$ cat src/itfm_pkg.sv
// package for the input terminal function mux: register map, field layout,
// reset values, selection codes and the digit helper.
// assumes a 16-bit register port with an 8-bit byte address.
package itfm_pkg;

   // ----------------------------------------------------------------
   // widths
   // ----------------------------------------------------------------
   localparam int ITFM_DW = 16;
   localparam int ITFM_AW = 8;
   localparam int ITFM_NUM_TERM = 4;

   // ----------------------------------------------------------------
   // register offsets (byte addresses, one aligned word each)
   // ----------------------------------------------------------------
   localparam logic [7:0] REG_MODE_CHANGE = 8'h00;
   localparam logic [7:0] REG_MASTER_ASSIGN = 8'h04;
   localparam logic [7:0] REG_TERM_A = 8'h08;
   localparam logic [7:0] REG_TERM_B = 8'h0C;
   localparam logic [7:0] REG_TERM_C = 8'h10;
   localparam logic [7:0] REG_AUTO_ON = 8'h14;
   localparam logic [7:0] REG_STROKE_SEL = 8'h18;
   localparam logic [7:0] REG_CTRL_MODE = 8'h1C;
   localparam logic [7:0] REG_FUNC_STATUS = 8'h20;
   localparam logic [7:0] REG_LINE_STATUS = 8'h24;

   // ----------------------------------------------------------------
   // reset values
   // ----------------------------------------------------------------
   localparam logic [15:0] RST_MODE_CHANGE = 16'h0002;
   localparam logic [15:0] RST_MASTER_ASSIGN = 16'h0111;
   localparam logic [15:0] RST_TERM_A = 16'h0882;
   localparam logic [15:0] RST_TERM_B = 16'h0995;
   localparam logic [15:0] RST_TERM_C = 16'h0000;
   localparam logic [15:0] RST_AUTO_ON = 16'h0000;
   localparam logic [15:0] RST_STROKE_SEL = 16'h0403;
   localparam logic [15:0] RST_CTRL_MODE = 16'h0000;

   // ----------------------------------------------------------------
   // field positions
   // ----------------------------------------------------------------
   localparam int POS_DIGIT_LSB = 4;
   localparam int SPD_DIGIT_LSB = 8;
   localparam int MODE_IN_SEL_LSB = 0;
   localparam int CLR_LEVEL_BIT = 4;
   localparam int AUTO_DRIVE_BIT = 0;
   localparam int AUTO_FWD_BIT = 4;
   localparam int AUTO_REV_BIT = 8;
   localparam int FWD_SEL_LSB = 0;
   localparam int REV_SEL_LSB = 8;
   localparam int CTRL_SPEED_BIT = 0;

   // ----------------------------------------------------------------
   // selection codes
   // ----------------------------------------------------------------
   localparam logic [3:0] MODE_IN_NONE = 4'h0;
   localparam logic [3:0] MODE_IN_PIN3 = 4'h1;
   localparam logic [3:0] MODE_IN_PIN4 = 4'h2;
   localparam logic [3:0] MODE_IN_PIN6 = 4'h3;
   // stroke-end selection codes are terminal pin numbers
   localparam logic [3:0] SE_PIN3 = 4'h3;
   localparam logic [3:0] SE_PIN4 = 4'h4;
   localparam logic [3:0] SE_PIN5 = 4'h5;
   localparam logic [3:0] SE_PIN6 = 4'h6;
   // function codes: 0 leaves the terminal unassigned
   localparam logic [3:0] FN_NONE = 4'h0;
   localparam logic [3:0] FN_DRIVE_ENABLE = 4'h1;
   localparam logic [3:0] FN_DROOP_CLEAR = 4'h4;

   typedef enum logic {
      MODE_POSITION,
      MODE_SPEED
   } itfm_mode_type;

   // pick the function digit that belongs to the active control mode
   function automatic logic [3:0] itfm_digit(input logic [15:0] word, input logic speed);
      logic [3:0] d;
      d = speed ? word[SPD_DIGIT_LSB +: 4] : word[POS_DIGIT_LSB +: 4];
      return d;
   endfunction : itfm_digit

endpackage : itfm_pkg

$ cat src/itfm_term_if.sv
// interface between the mux core and one terminal decoder.
// assumes itfm_pkg is compiled first.
`timescale 1ns/1ns
interface itfm_term_if;
   logic [15:0] sel_word;
   logic speed_mode;
   logic pin_level;
   logic enable;
   logic [15:0] func_vec;
   modport owner (output sel_word, output speed_mode, output pin_level, output enable,
                  input func_vec);
   modport decoder (input sel_word, input speed_mode, input pin_level, input enable,
                    output func_vec);
endinterface : itfm_term_if

$ cat src/itfm_term_decoder.sv
// one terminal decoder: turns a selection word and a pin level into a
// one-hot vector of asserted input functions.
// assumes the owner registers the result; this module is purely combinational.
`timescale 1ns/1ns
module itfm_term_decoder (
   itfm_term_if.decoder term
);
   import itfm_pkg::*;

   // ----------------------------------------------------------------
   // decode
   // ----------------------------------------------------------------
   // same digit coding for every terminal word and the master word
   always_comb begin
      logic [3:0] code;
      code = itfm_digit(term.sel_word, term.speed_mode);
      term.func_vec = '0;
      if (term.enable && (code != FN_NONE)) begin
         term.func_vec[code] = term.pin_level;
      end
   end

endmodule : itfm_term_decoder

$ cat src/itfm_input_mux.sv
// input terminal function mux: configuration words, terminal routing,
// auto-on forcing and droop clear shaping for the signal_io_connector inputs.
// assumes terminal levels are synchronous to i_core_clk, high means on.
//
// How it works
// - mode change word picks control mode input terminal and clear style; resets 0002.
// - pin 3 carries the function chosen by its word; resets 0882.
// - pin 5 carries the function chosen by its word; resets 0995.
// - pin 6 carries the function chosen by its word; resets 0000.
// - all terminal words use the same function codes as the master word.
// - pin 3 word ignored while the mode change input sits on pin 3.
// - pin 3 word ignored while both travel limits sit on pin 3.
// - pin 6 word ignored while the mode change input sits on pin 6.
// - pin 6 word ignored while the reverse travel limit sits on pin 6.
// - auto-on bits force drive enable or travel limits on without wiring.
//
// The implementer's own choices: the register offsets and the address-and-strobe port.
`timescale 1ns/1ns
module itfm_input_mux (
   input wire logic i_core_clk,
   input wire logic i_reset,
   input wire logic [itfm_pkg::ITFM_AW-1:0] i_addr,
   input wire logic [itfm_pkg::ITFM_DW-1:0] i_wr_data,
   input wire logic i_wr_strobe,
   input wire logic i_rd_strobe,
   input wire logic i_pin3,
   input wire logic i_pin4,
   input wire logic i_pin5,
   input wire logic i_pin6,
   output logic [itfm_pkg::ITFM_DW-1:0] o_rd_data_q,
   output logic [15:0] o_func_q,
   output logic o_speed_mode_q,
   output logic o_drive_enable_q,
   output logic o_fwd_limit_q,
   output logic o_rev_limit_q,
   output logic o_droop_clear_q
);
   import itfm_pkg::*;

   // ----------------------------------------------------------------
   // configuration registers
   // ----------------------------------------------------------------
   logic [15:0] mode_change_q;
   logic [15:0] master_assign_q;
   logic [15:0] term_a_q;
   logic [15:0] term_b_q;
   logic [15:0] term_c_q;
   logic [15:0] auto_on_q;
   logic [15:0] stroke_sel_q;
   logic [15:0] ctrl_mode_q;
   logic clear_prev_q;

   // words apply at once; no power cycle is modelled
   always_ff @(posedge i_core_clk or posedge i_reset) begin
      if (i_reset) begin
         mode_change_q <= RST_MODE_CHANGE;
         master_assign_q <= RST_MASTER_ASSIGN;
         term_a_q <= RST_TERM_A;
         term_b_q <= RST_TERM_B;
         term_c_q <= RST_TERM_C;
         auto_on_q <= RST_AUTO_ON;
         stroke_sel_q <= RST_STROKE_SEL;
         ctrl_mode_q <= RST_CTRL_MODE;
      end else if (i_wr_strobe) begin
         if (i_addr == REG_MODE_CHANGE) begin
            mode_change_q <= i_wr_data;
         end else if (i_addr == REG_MASTER_ASSIGN) begin
            master_assign_q <= i_wr_data;
         end else if (i_addr == REG_TERM_A) begin
            term_a_q <= i_wr_data;
         end else if (i_addr == REG_TERM_B) begin
            term_b_q <= i_wr_data;
         end else if (i_addr == REG_TERM_C) begin
            term_c_q <= i_wr_data;
         end else if (i_addr == REG_AUTO_ON) begin
            auto_on_q <= i_wr_data;
         end else if (i_addr == REG_STROKE_SEL) begin
            stroke_sel_q <= i_wr_data;
         end else if (i_addr == REG_CTRL_MODE) begin
            ctrl_mode_q <= i_wr_data;
         end
      end
   end

   // ----------------------------------------------------------------
   // terminal selection
   // ----------------------------------------------------------------
   // level of the terminal that a stroke-end or mode change code names
   function automatic logic pin_by_pinnum(input logic [3:0] num, input logic [3:0] pins);
      logic lvl;
      lvl = 1'b0;
      if (num == SE_PIN3) begin
         lvl = pins[0];
      end else if (num == SE_PIN4) begin
         lvl = pins[1];
      end else if (num == SE_PIN5) begin
         lvl = pins[2];
      end else if (num == SE_PIN6) begin
         lvl = pins[3];
      end
      return lvl;
   endfunction : pin_by_pinnum

   logic [3:0] pins;
   logic [3:0] mode_in_sel;
   logic [3:0] fwd_sel;
   logic [3:0] rev_sel;
   logic [3:0] mode_in_pinnum;
   logic speed_mode;
   logic [ITFM_NUM_TERM-1:0] term_en;
   logic [15:0] term_word [ITFM_NUM_TERM];
   logic [ITFM_NUM_TERM-1:0] term_pin;
   logic [15:0] dec_vec [ITFM_NUM_TERM];
   logic [15:0] func_all;
   logic fwd_ext;
   logic rev_ext;
   logic clear_level;

   assign pins = {i_pin6, i_pin5, i_pin4, i_pin3};
   assign mode_in_sel = mode_change_q[MODE_IN_SEL_LSB +: 4];
   assign fwd_sel = stroke_sel_q[FWD_SEL_LSB +: 4];
   assign rev_sel = stroke_sel_q[REV_SEL_LSB +: 4];

   // map the mode change selection code onto a terminal pin number
   always_comb begin
      mode_in_pinnum = 4'h0;
      if (mode_in_sel == MODE_IN_PIN3) begin
         mode_in_pinnum = SE_PIN3;
      end else if (mode_in_sel == MODE_IN_PIN4) begin
         mode_in_pinnum = SE_PIN4;
      end else if (mode_in_sel == MODE_IN_PIN6) begin
         mode_in_pinnum = SE_PIN6;
      end
   end

   // unassigned mode change input falls back to the software mode bit
   assign speed_mode = (mode_in_pinnum != 4'h0) ? pin_by_pinnum(mode_in_pinnum, pins)
                                                : ctrl_mode_q[CTRL_SPEED_BIT];

   // pins 3 and 6 drop their own words only under the claims below; pin 5 never does
   assign term_en[0] = (mode_in_sel != MODE_IN_PIN3)
                       && !((fwd_sel == SE_PIN3) && (rev_sel == SE_PIN3));
   assign term_en[1] = 1'b1;
   assign term_en[2] = (mode_in_sel != MODE_IN_PIN6)
                       && (rev_sel != SE_PIN6);
   // the master terminal gives way to any other claim on pin 4
   assign term_en[3] = (mode_in_sel != MODE_IN_PIN4)
                       && (fwd_sel != SE_PIN4) && (rev_sel != SE_PIN4);

   assign term_word[0] = term_a_q;
   assign term_word[1] = term_b_q;
   assign term_word[2] = term_c_q;
   assign term_word[3] = master_assign_q;
   assign term_pin = {i_pin4, i_pin6, i_pin5, i_pin3};

   // ----------------------------------------------------------------
   // per-terminal decoders
   // ----------------------------------------------------------------
   genvar g;
   generate
      for (g = 0; g < ITFM_NUM_TERM; g++) begin : g_term
         itfm_term_if term ();
         assign term.sel_word = term_word[g];
         assign term.speed_mode = speed_mode;
         assign term.pin_level = term_pin[g];
         assign term.enable = term_en[g];
         assign dec_vec[g] = term.func_vec;
         itfm_term_decoder u_dec (
            .term(term.decoder)
         );
      end
   endgenerate

   // a function wired to several terminals is on when any of them is on
   always_comb begin
      func_all = '0;
      for (int k = 0; k < ITFM_NUM_TERM; k++) begin
         func_all = func_all | dec_vec[k];
      end
   end

   // limits read their pin directly; a terminal word cannot feed them
   assign fwd_ext = pin_by_pinnum(fwd_sel, pins);
   assign rev_ext = pin_by_pinnum(rev_sel, pins);
   assign clear_level = func_all[FN_DROOP_CLEAR];

   // ----------------------------------------------------------------
   // registered outputs
   // ----------------------------------------------------------------
   // one register stage keeps every output glitch free
   always_ff @(posedge i_core_clk or posedge i_reset) begin
      if (i_reset) begin
         o_func_q <= '0;
         o_speed_mode_q <= 1'b0;
         o_drive_enable_q <= 1'b0;
         o_fwd_limit_q <= 1'b0;
         o_rev_limit_q <= 1'b0;
      end else begin
         o_func_q <= func_all;
         o_speed_mode_q <= speed_mode;
         o_drive_enable_q <= auto_on_q[AUTO_DRIVE_BIT] | func_all[FN_DRIVE_ENABLE];
         o_fwd_limit_q <= auto_on_q[AUTO_FWD_BIT] | fwd_ext;
         o_rev_limit_q <= auto_on_q[AUTO_REV_BIT] | rev_ext;
      end
   end

   // droop clear: level style follows the input, edge style pulses once
   // per rising edge so a stuck input cannot hold the droop cleared
   always_ff @(posedge i_core_clk or posedge i_reset) begin
      if (i_reset) begin
         clear_prev_q <= 1'b0;
         o_droop_clear_q <= 1'b0;
      end else begin
         clear_prev_q <= clear_level;
         if (mode_change_q[CLR_LEVEL_BIT]) begin
            o_droop_clear_q <= clear_level;
         end else begin
            o_droop_clear_q <= clear_level & ~clear_prev_q;
         end
      end
   end

   // ----------------------------------------------------------------
   // read port
   // ----------------------------------------------------------------
   // data stand only in the cycle after the strobe; unmapped reads zero
   always_ff @(posedge i_core_clk or posedge i_reset) begin
      if (i_reset) begin
         o_rd_data_q <= '0;
      end else if (!i_rd_strobe) begin
         o_rd_data_q <= '0;
      end else if (i_addr == REG_MODE_CHANGE) begin
         o_rd_data_q <= mode_change_q;
      end else if (i_addr == REG_MASTER_ASSIGN) begin
         o_rd_data_q <= master_assign_q;
      end else if (i_addr == REG_TERM_A) begin
         o_rd_data_q <= term_a_q;
      end else if (i_addr == REG_TERM_B) begin
         o_rd_data_q <= term_b_q;
      end else if (i_addr == REG_TERM_C) begin
         o_rd_data_q <= term_c_q;
      end else if (i_addr == REG_AUTO_ON) begin
         o_rd_data_q <= auto_on_q;
      end else if (i_addr == REG_STROKE_SEL) begin
         o_rd_data_q <= stroke_sel_q;
      end else if (i_addr == REG_CTRL_MODE) begin
         o_rd_data_q <= ctrl_mode_q;
      end else if (i_addr == REG_FUNC_STATUS) begin
         o_rd_data_q <= o_func_q;
      end else if (i_addr == REG_LINE_STATUS) begin
         o_rd_data_q <= {8'h00, term_en, o_droop_clear_q, o_rev_limit_q,
                         o_fwd_limit_q, o_drive_enable_q};
      end else begin
         o_rd_data_q <= '0;
      end
   end

   // ----------------------------------------------------------------
   // assertions
   // ----------------------------------------------------------------
   a_mode_word_reset: assert property (@(posedge i_core_clk)
      $fell(i_reset) |-> mode_change_q == RST_MODE_CHANGE)
      else $error("mode change word not at reset value");
   a_term_a_reset: assert property (@(posedge i_core_clk)
      $fell(i_reset) |-> term_a_q == RST_TERM_A)
      else $error("terminal a word not at reset value");
   a_term_b_reset: assert property (@(posedge i_core_clk)
      $fell(i_reset) |-> term_b_q == RST_TERM_B)
      else $error("terminal b word not at reset value");
   a_term_c_reset: assert property (@(posedge i_core_clk)
      $fell(i_reset) |-> term_c_q == RST_TERM_C)
      else $error("terminal c word not at reset value");
   a_term_b_route: assert property (@(posedge i_core_clk) disable iff (i_reset)
      (i_pin5 && itfm_digit(term_b_q, speed_mode) != FN_NONE)
      |=> o_func_q[$past(itfm_digit(term_b_q, speed_mode))])
      else $error("pin 5 function not asserted");
   // blocked terminals: the decoder output itself must be empty
   a_pin3_mode_block: assert property (@(posedge i_core_clk) disable iff (i_reset)
      (mode_in_sel == MODE_IN_PIN3) |-> dec_vec[0] == 16'h0000)
      else $error("pin 3 word used while mode change input on pin 3");
   a_pin3_se_block: assert property (@(posedge i_core_clk) disable iff (i_reset)
      (fwd_sel == SE_PIN3 && rev_sel == SE_PIN3 && i_pin3) |-> dec_vec[0] == 16'h0000)
      else $error("pin 3 word used while both limits on pin 3");
   a_pin6_mode_block: assert property (@(posedge i_core_clk) disable iff (i_reset)
      (mode_in_sel == MODE_IN_PIN6 && i_pin6) |-> dec_vec[2] == 16'h0000)
      else $error("pin 6 word used while mode change input on pin 6");
   a_pin6_se_block: assert property (@(posedge i_core_clk) disable iff (i_reset)
      (rev_sel == SE_PIN6 && i_pin6) |-> dec_vec[2] == 16'h0000)
      else $error("pin 6 word used while reverse limit on pin 6");
   a_master_block: assert property (@(posedge i_core_clk) disable iff (i_reset)
      (mode_in_sel == MODE_IN_PIN4) |-> dec_vec[3] == 16'h0000)
      else $error("master word used while mode change input on pin 4");

   // auto-on forcing and the plain limit path
   a_auto_drive_on: assert property (@(posedge i_core_clk) disable iff (i_reset)
      auto_on_q[AUTO_DRIVE_BIT] |=> o_drive_enable_q)
      else $error("drive enable not forced on");
   a_fwd_follow: assert property (@(posedge i_core_clk) disable iff (i_reset)
      (!auto_on_q[AUTO_FWD_BIT] && fwd_sel == SE_PIN3) |=> o_fwd_limit_q == $past(i_pin3))
      else $error("forward limit does not follow its pin");
   a_rev_follow: assert property (@(posedge i_core_clk) disable iff (i_reset)
      (!auto_on_q[AUTO_REV_BIT] && rev_sel == SE_PIN6) |=> o_rev_limit_q == $past(i_pin6))
      else $error("reverse limit does not follow its pin");

   // clear shaping: level style copies, edge style never stays high
   a_level_clear: assert property (@(posedge i_core_clk) disable iff (i_reset)
      mode_change_q[CLR_LEVEL_BIT] |=> o_droop_clear_q == $past(clear_level))
      else $error("level clear does not follow its input");
   a_edge_clear_once: assert property (@(posedge i_core_clk) disable iff (i_reset)
      (o_droop_clear_q && !mode_change_q[CLR_LEVEL_BIT]) |=> !o_droop_clear_q)
      else $error("edge clear held longer than one cycle");

   // software mode bit reaches the output two cycles after its write
   a_soft_mode_sel: assert property (@(posedge i_core_clk) disable iff (i_reset)
      (i_wr_strobe && i_addr == REG_CTRL_MODE && mode_in_sel == MODE_IN_NONE
       && !(i_wr_strobe && i_addr == REG_MODE_CHANGE))
      |=> ##1 (o_speed_mode_q == $past(i_wr_data[CTRL_SPEED_BIT], 2)
               || mode_in_sel != MODE_IN_NONE))
      else $error("software control mode not applied");

   // read port: data stand one cycle, zero otherwise
   a_read_idle: assert property (@(posedge i_core_clk) disable iff (i_reset)
      !i_rd_strobe |=> o_rd_data_q == 16'h0000)
      else $error("read data not zero without a strobe");
   a_read_term_a: assert property (@(posedge i_core_clk) disable iff (i_reset)
      (i_rd_strobe && i_addr == REG_TERM_A) |=> o_rd_data_q == $past(term_a_q))
      else $error("terminal a readback wrong");

   c_speed_mode: cover property (@(posedge i_core_clk) disable iff (i_reset)
      $rose(o_speed_mode_q));
   c_clear_pulse: cover property (@(posedge i_core_clk) disable iff (i_reset)
      $rose(o_droop_clear_q) ##1 !o_droop_clear_q);
   c_pin3_blocked: cover property (@(posedge i_core_clk) disable iff (i_reset)
      !term_en[0] && i_pin3);
   c_auto_limit: cover property (@(posedge i_core_clk) disable iff (i_reset)
      auto_on_q[AUTO_FWD_BIT] && !fwd_ext && o_fwd_limit_q);

endmodule : itfm_input_mux

$ cat config.mk
export PLATFORM = sky130hd
export DESIGN_NAME = itfm_input_mux
export DESIGN_NICKNAME = d
export VERILOG_FILES = /design/src/itfm_pkg.sv /design/src/itfm_term_if.sv /design/src/itfm_term_decoder.sv /design/src/itfm_input_mux.sv
export SDC_FILE = /design/constraint.sdc
export NUM_CORES = 1
export LEC_CHECK = 0
export BUFFER_PORTS_ARGS = -buffer_cell sky130_fd_sc_hd__buf_2
export CORE_UTILIZATION = 29
export CTS_CLUSTER_SIZE = 25
export DETAILED_ROUTE_END_ITERATION = 12
export SLEW_MARGIN = 20
export SYNTH_ARGS = -nofsm -noshare
export SYNTH_HDL_FRONTEND = slang
export SYNTH_HIERARCHICAL = 1
export SYNTH_SLANG_ARGS = --single-unit
$ cat constraint.sdc
create_clock -name i_core_clk -period 7.3 [get_ports i_core_clk]
set_clock_uncertainty 0.2 [all_clocks]
set_input_delay 1.46 -clock i_core_clk [delete_from_list [all_inputs] [get_ports i_core_clk]]
set_output_delay 1.46 -clock i_core_clk [all_outputs]
set_load 0.005 [all_outputs]
==> impl_metrics.json <==
{
  "ys_ff_latch": 165,
  "drive_gt1_share_pct": 34.0,
  "p_leak_nw": 4.65,
  "nFillCells": 3098,
  "first_pass_iters": 5,
  "syn-num-nets": 822,
  "multi_input_area_um2": 4630,
  "worstSetupPathType": "in -> reg",
  "max-slew-margin-rel_pct": 28.8,
  "syn_area_um2": 9040,
  "grt.total_usage_pct": 19.7,
  "rows": 64,
  "dr_wl_met3_um": 1780,
  "power.density_nw_per_um2": 213,
  "timing_worst_slew_pin_value_ps": 1070,
  "crit-reg2reg-launch": "mode_change_q[1]$_DFFE_PP1P_",
  "cts_setup_buffers": 0,
  "critPathCapture": "g_term[3].term.sel_word[2]$_DFFE_PP0P_",
  "die_y_um": 179,
  "slowest_delay_ps": 840,
  "cts.path.max_buffers": 2,
  "postRouteAntennaNets": 0,
  "ctsHoldBuffers": 0,
  "post_synth_num_cell_types": 68,
  "coreArea_um2": 30600,
  "totalPowerFinal_mw": 2.20,
  "routabilityCongestion": 0.889,
  "vias": 7238,
  "io_buffers": 68,
  "utilization_pct": 33.9,
  "io-pin-count": 69,
  "htree_levels": 4,
  "fin_area_um2": 10400,
  "vdd_drop_max_mv": 0.146,
  "top_layer_used": "met4",
  "syn_to_final_growth_pct": 14.6,
  "synthCells": 790,
  "hold_viol": 0,
  "num-nets-final": 869,
  "numCtsBuffers": 17,
  "crit_required_ps": 7420,
  "cts_resized": 0,
  "ys_seq_area_share_pct": 45.9,
  "wl_um": 30600,
  "grt_max_degree": 105,
  "hold_start": "auto_on_q[12]$_DFFE_PP0P_",
  "post_drt_wl_per_cell_um": 24.6,
  "fmax_mhz": 235,
  "drt_iter0_drc": 724,
  "ys_async_sr_fraction_pct": 100,
  "status": "complete, no violations",
  "wl_met2_um": 13900,
  "overflow": 0,
  "reg2reg_slack_ps": 3500,
  "clk_latency_ps": 440,
  "timing.final.crit_share_pct": 58.2,
  "chipWidth_um": 179,
  "start_util_pct": 29.5,
  "die-area_um2": 31900,
  "r2r_end": "o_drive_enable_q$_DFF_PP0_",
  "final-setup-viol-count": 0,
  "drcViolationCount": 0,
  "rsz0062_at_grt": "no",
  "syn-mean-instance-area_um2": 11.4,
  "fin_tns_setup_ps": 0,
  "regArea_um2": 4150,
  "slew_violations": 0,
  "period_minus_slack_ps": 4250,
  "cts_tree": "built",
  "ys.flop_type": "dfrtp_1",
  "path_cells": "buf_2, nor3_1, nand2_1, nor2_4, mux2_2",
  "cts_sinks": 165,
  "max_cap_violations": 0,
  "grt_pass1_vias": 7005,
  "cp-startpoint": "i_addr[3]",
  "arrival_ps": 4360,
  "clk_pin_slew_ps": 60,
  "met1_length_um": 14300,
  "clockRootBuffer": "clkbuf_16",
  "cp-start-kind": "primary input",
  "diodes": 0,
  "place_area_um2": 9680,
  "final_common_cell": "dfrtp_1",
  "viasPerCell": 5.81,
  "synth_edf_count": 0,
  "dp_hpwl_um": 21600,
  "worst-path-max-fanout": 30,
  "grt_pass1_wl_um": 45600,
  "end_kind": "flop",
  "cp_slowest_cell": "nor3_1",
  "yosys_warnings": 6,
  "layout_common_cells": "dfrtp_1 (149), mux2_2 (113), buf_2 (69), a21oi_1 (53), o21ai_0 (48)",
  "reg2regPathDepth": 7,
  "hold_path_class": "reg -> reg",
  "antenna_found_initial": 0
}
-- per-stage QoR --
step / instances / setup slack [ps] / hold slack, ps
CTS: 1244 / 2780 / 302
finish: 1246 / 3050 / 305
floorplan: 790 / 1200 / 250
detailed placement: 1212 / 2300 / 287
global placement: 1212 / 2360 / 281
global route: 1246 / 2960 / 320
-- worst max-delay path, delay by kind of cell --
family | cells | cell delay, ps
buf+inv | 1 | 320
mux | 1 | 410
simple gates | 3 | 2150
-- layout make-up --
class | count | share of cell area (%)
Inverter | 9 | 0.375
Sequential cell | 165 | 40.1
Multi-Input combinational cell | 569 | 44.7
Tap cell | 396 | 4.78
Clock buffer | 21 | 4.45
Timing Repair Buffer | 75 | 3.96
Clock inverter | 11 | 1.69
-- logic make-up (layout without fill, tap and decap cells) --
logic type,count (synthesis),count (layout),synth area share [%]
muxes,170,170,21.8
DFF,165,165,45.9
other,5,5,0.208
buffers and inverters,56,116,3.20
AOI/OAI and AO/OA,212,212,16.1
and+or+nand+nor,182,182,12.8
-- power by group --
group	internal [mW]	total, mW	switching, mW
Combinational	0.0861	0.221	0.135
Clock	0.593	0.981	0.388
Sequential	0.957	1.00	0.0451
-- how the worst min path moves through the flow --
stage / depth (start not counted) / end / slack (ps)
global route: 1 / g_term[3].term.sel_word[3]$_DFFE_PP0P_ / 320
finish: 1 / auto_on_q[12]$_DFFE_PP0P_ / 300
CTS: 1 / ctrl_mode_q[13]$_DFFE_PP0P_ / 300
detailed placement: 1 / ctrl_mode_q[13]$_DFFE_PP0P_ / 290
global placement: 1 / auto_on_q[15]$_DFFE_PP0P_ / 280
floorplan: 2 / o_rev_limit_q$_DFF_PP0_ / 250
-- state kept, by name (all words and copies together), names as in the netlist --
signal and cells:
o_droop_clear_q 1, ctrl_mode_q 16, g_term.term.sel_word 64, o_func_q 16
o_drive_enable_q 1, mode_change_q 16, auto_on_q 16, o_fwd_limit_q 1
o_rd_data_q 16, o_speed_mode_q 1, o_rev_limit_q 1, stroke_sel_q 16
-- metal layers --
layer,GRT usage (%),up-vias
li1,-,3141
met1,28.1,3749
met2,29.9,311
met3,4.01,37
met4,5.65,0
met5,0,-
-- synth_stat cells, types with 4 or more instances --
library cell	number	area [µm²]
nand2_1	32	120
or4_1	20	150
a2111oi_0	30	263
o32ai_1	4	35.0
o2bb2ai_1	8	70.1
buf_1	6	22.5
buf_4	6	45.0
mux2_2	113	1270
nand2b_1	6	37.5
conb_1	5	18.8
nand3_1	22	110
mux2_4	26	390
nor4_1	5	31.3
a21o_1	5	37.5
nand3b_1	12	90.1
or3b_1	9	78.8
a2111oi_1	15	150
buf_6	5	56.3
and3b_1	5	43.8
clkbuf_1	15	56.3
and3_1	4	25.0
o31ai_1	5	37.5
nor3b_1	4	30.0
inv_1	9	33.8
o22ai_1	5	31.3
a31o_2	5	43.8
nor2b_1	6	37.5
dfrtp_1	149	3730
a21oi_1	53	265
dfstp_2	16	420
nor2_1	23	86.3
o21ai_0	48	240
nor3_1	6	30.0
buf_2	15	75.1
a31oi_1	5	31.3
mux2i_1	31	310
Power figures use the tool's default switching activity.
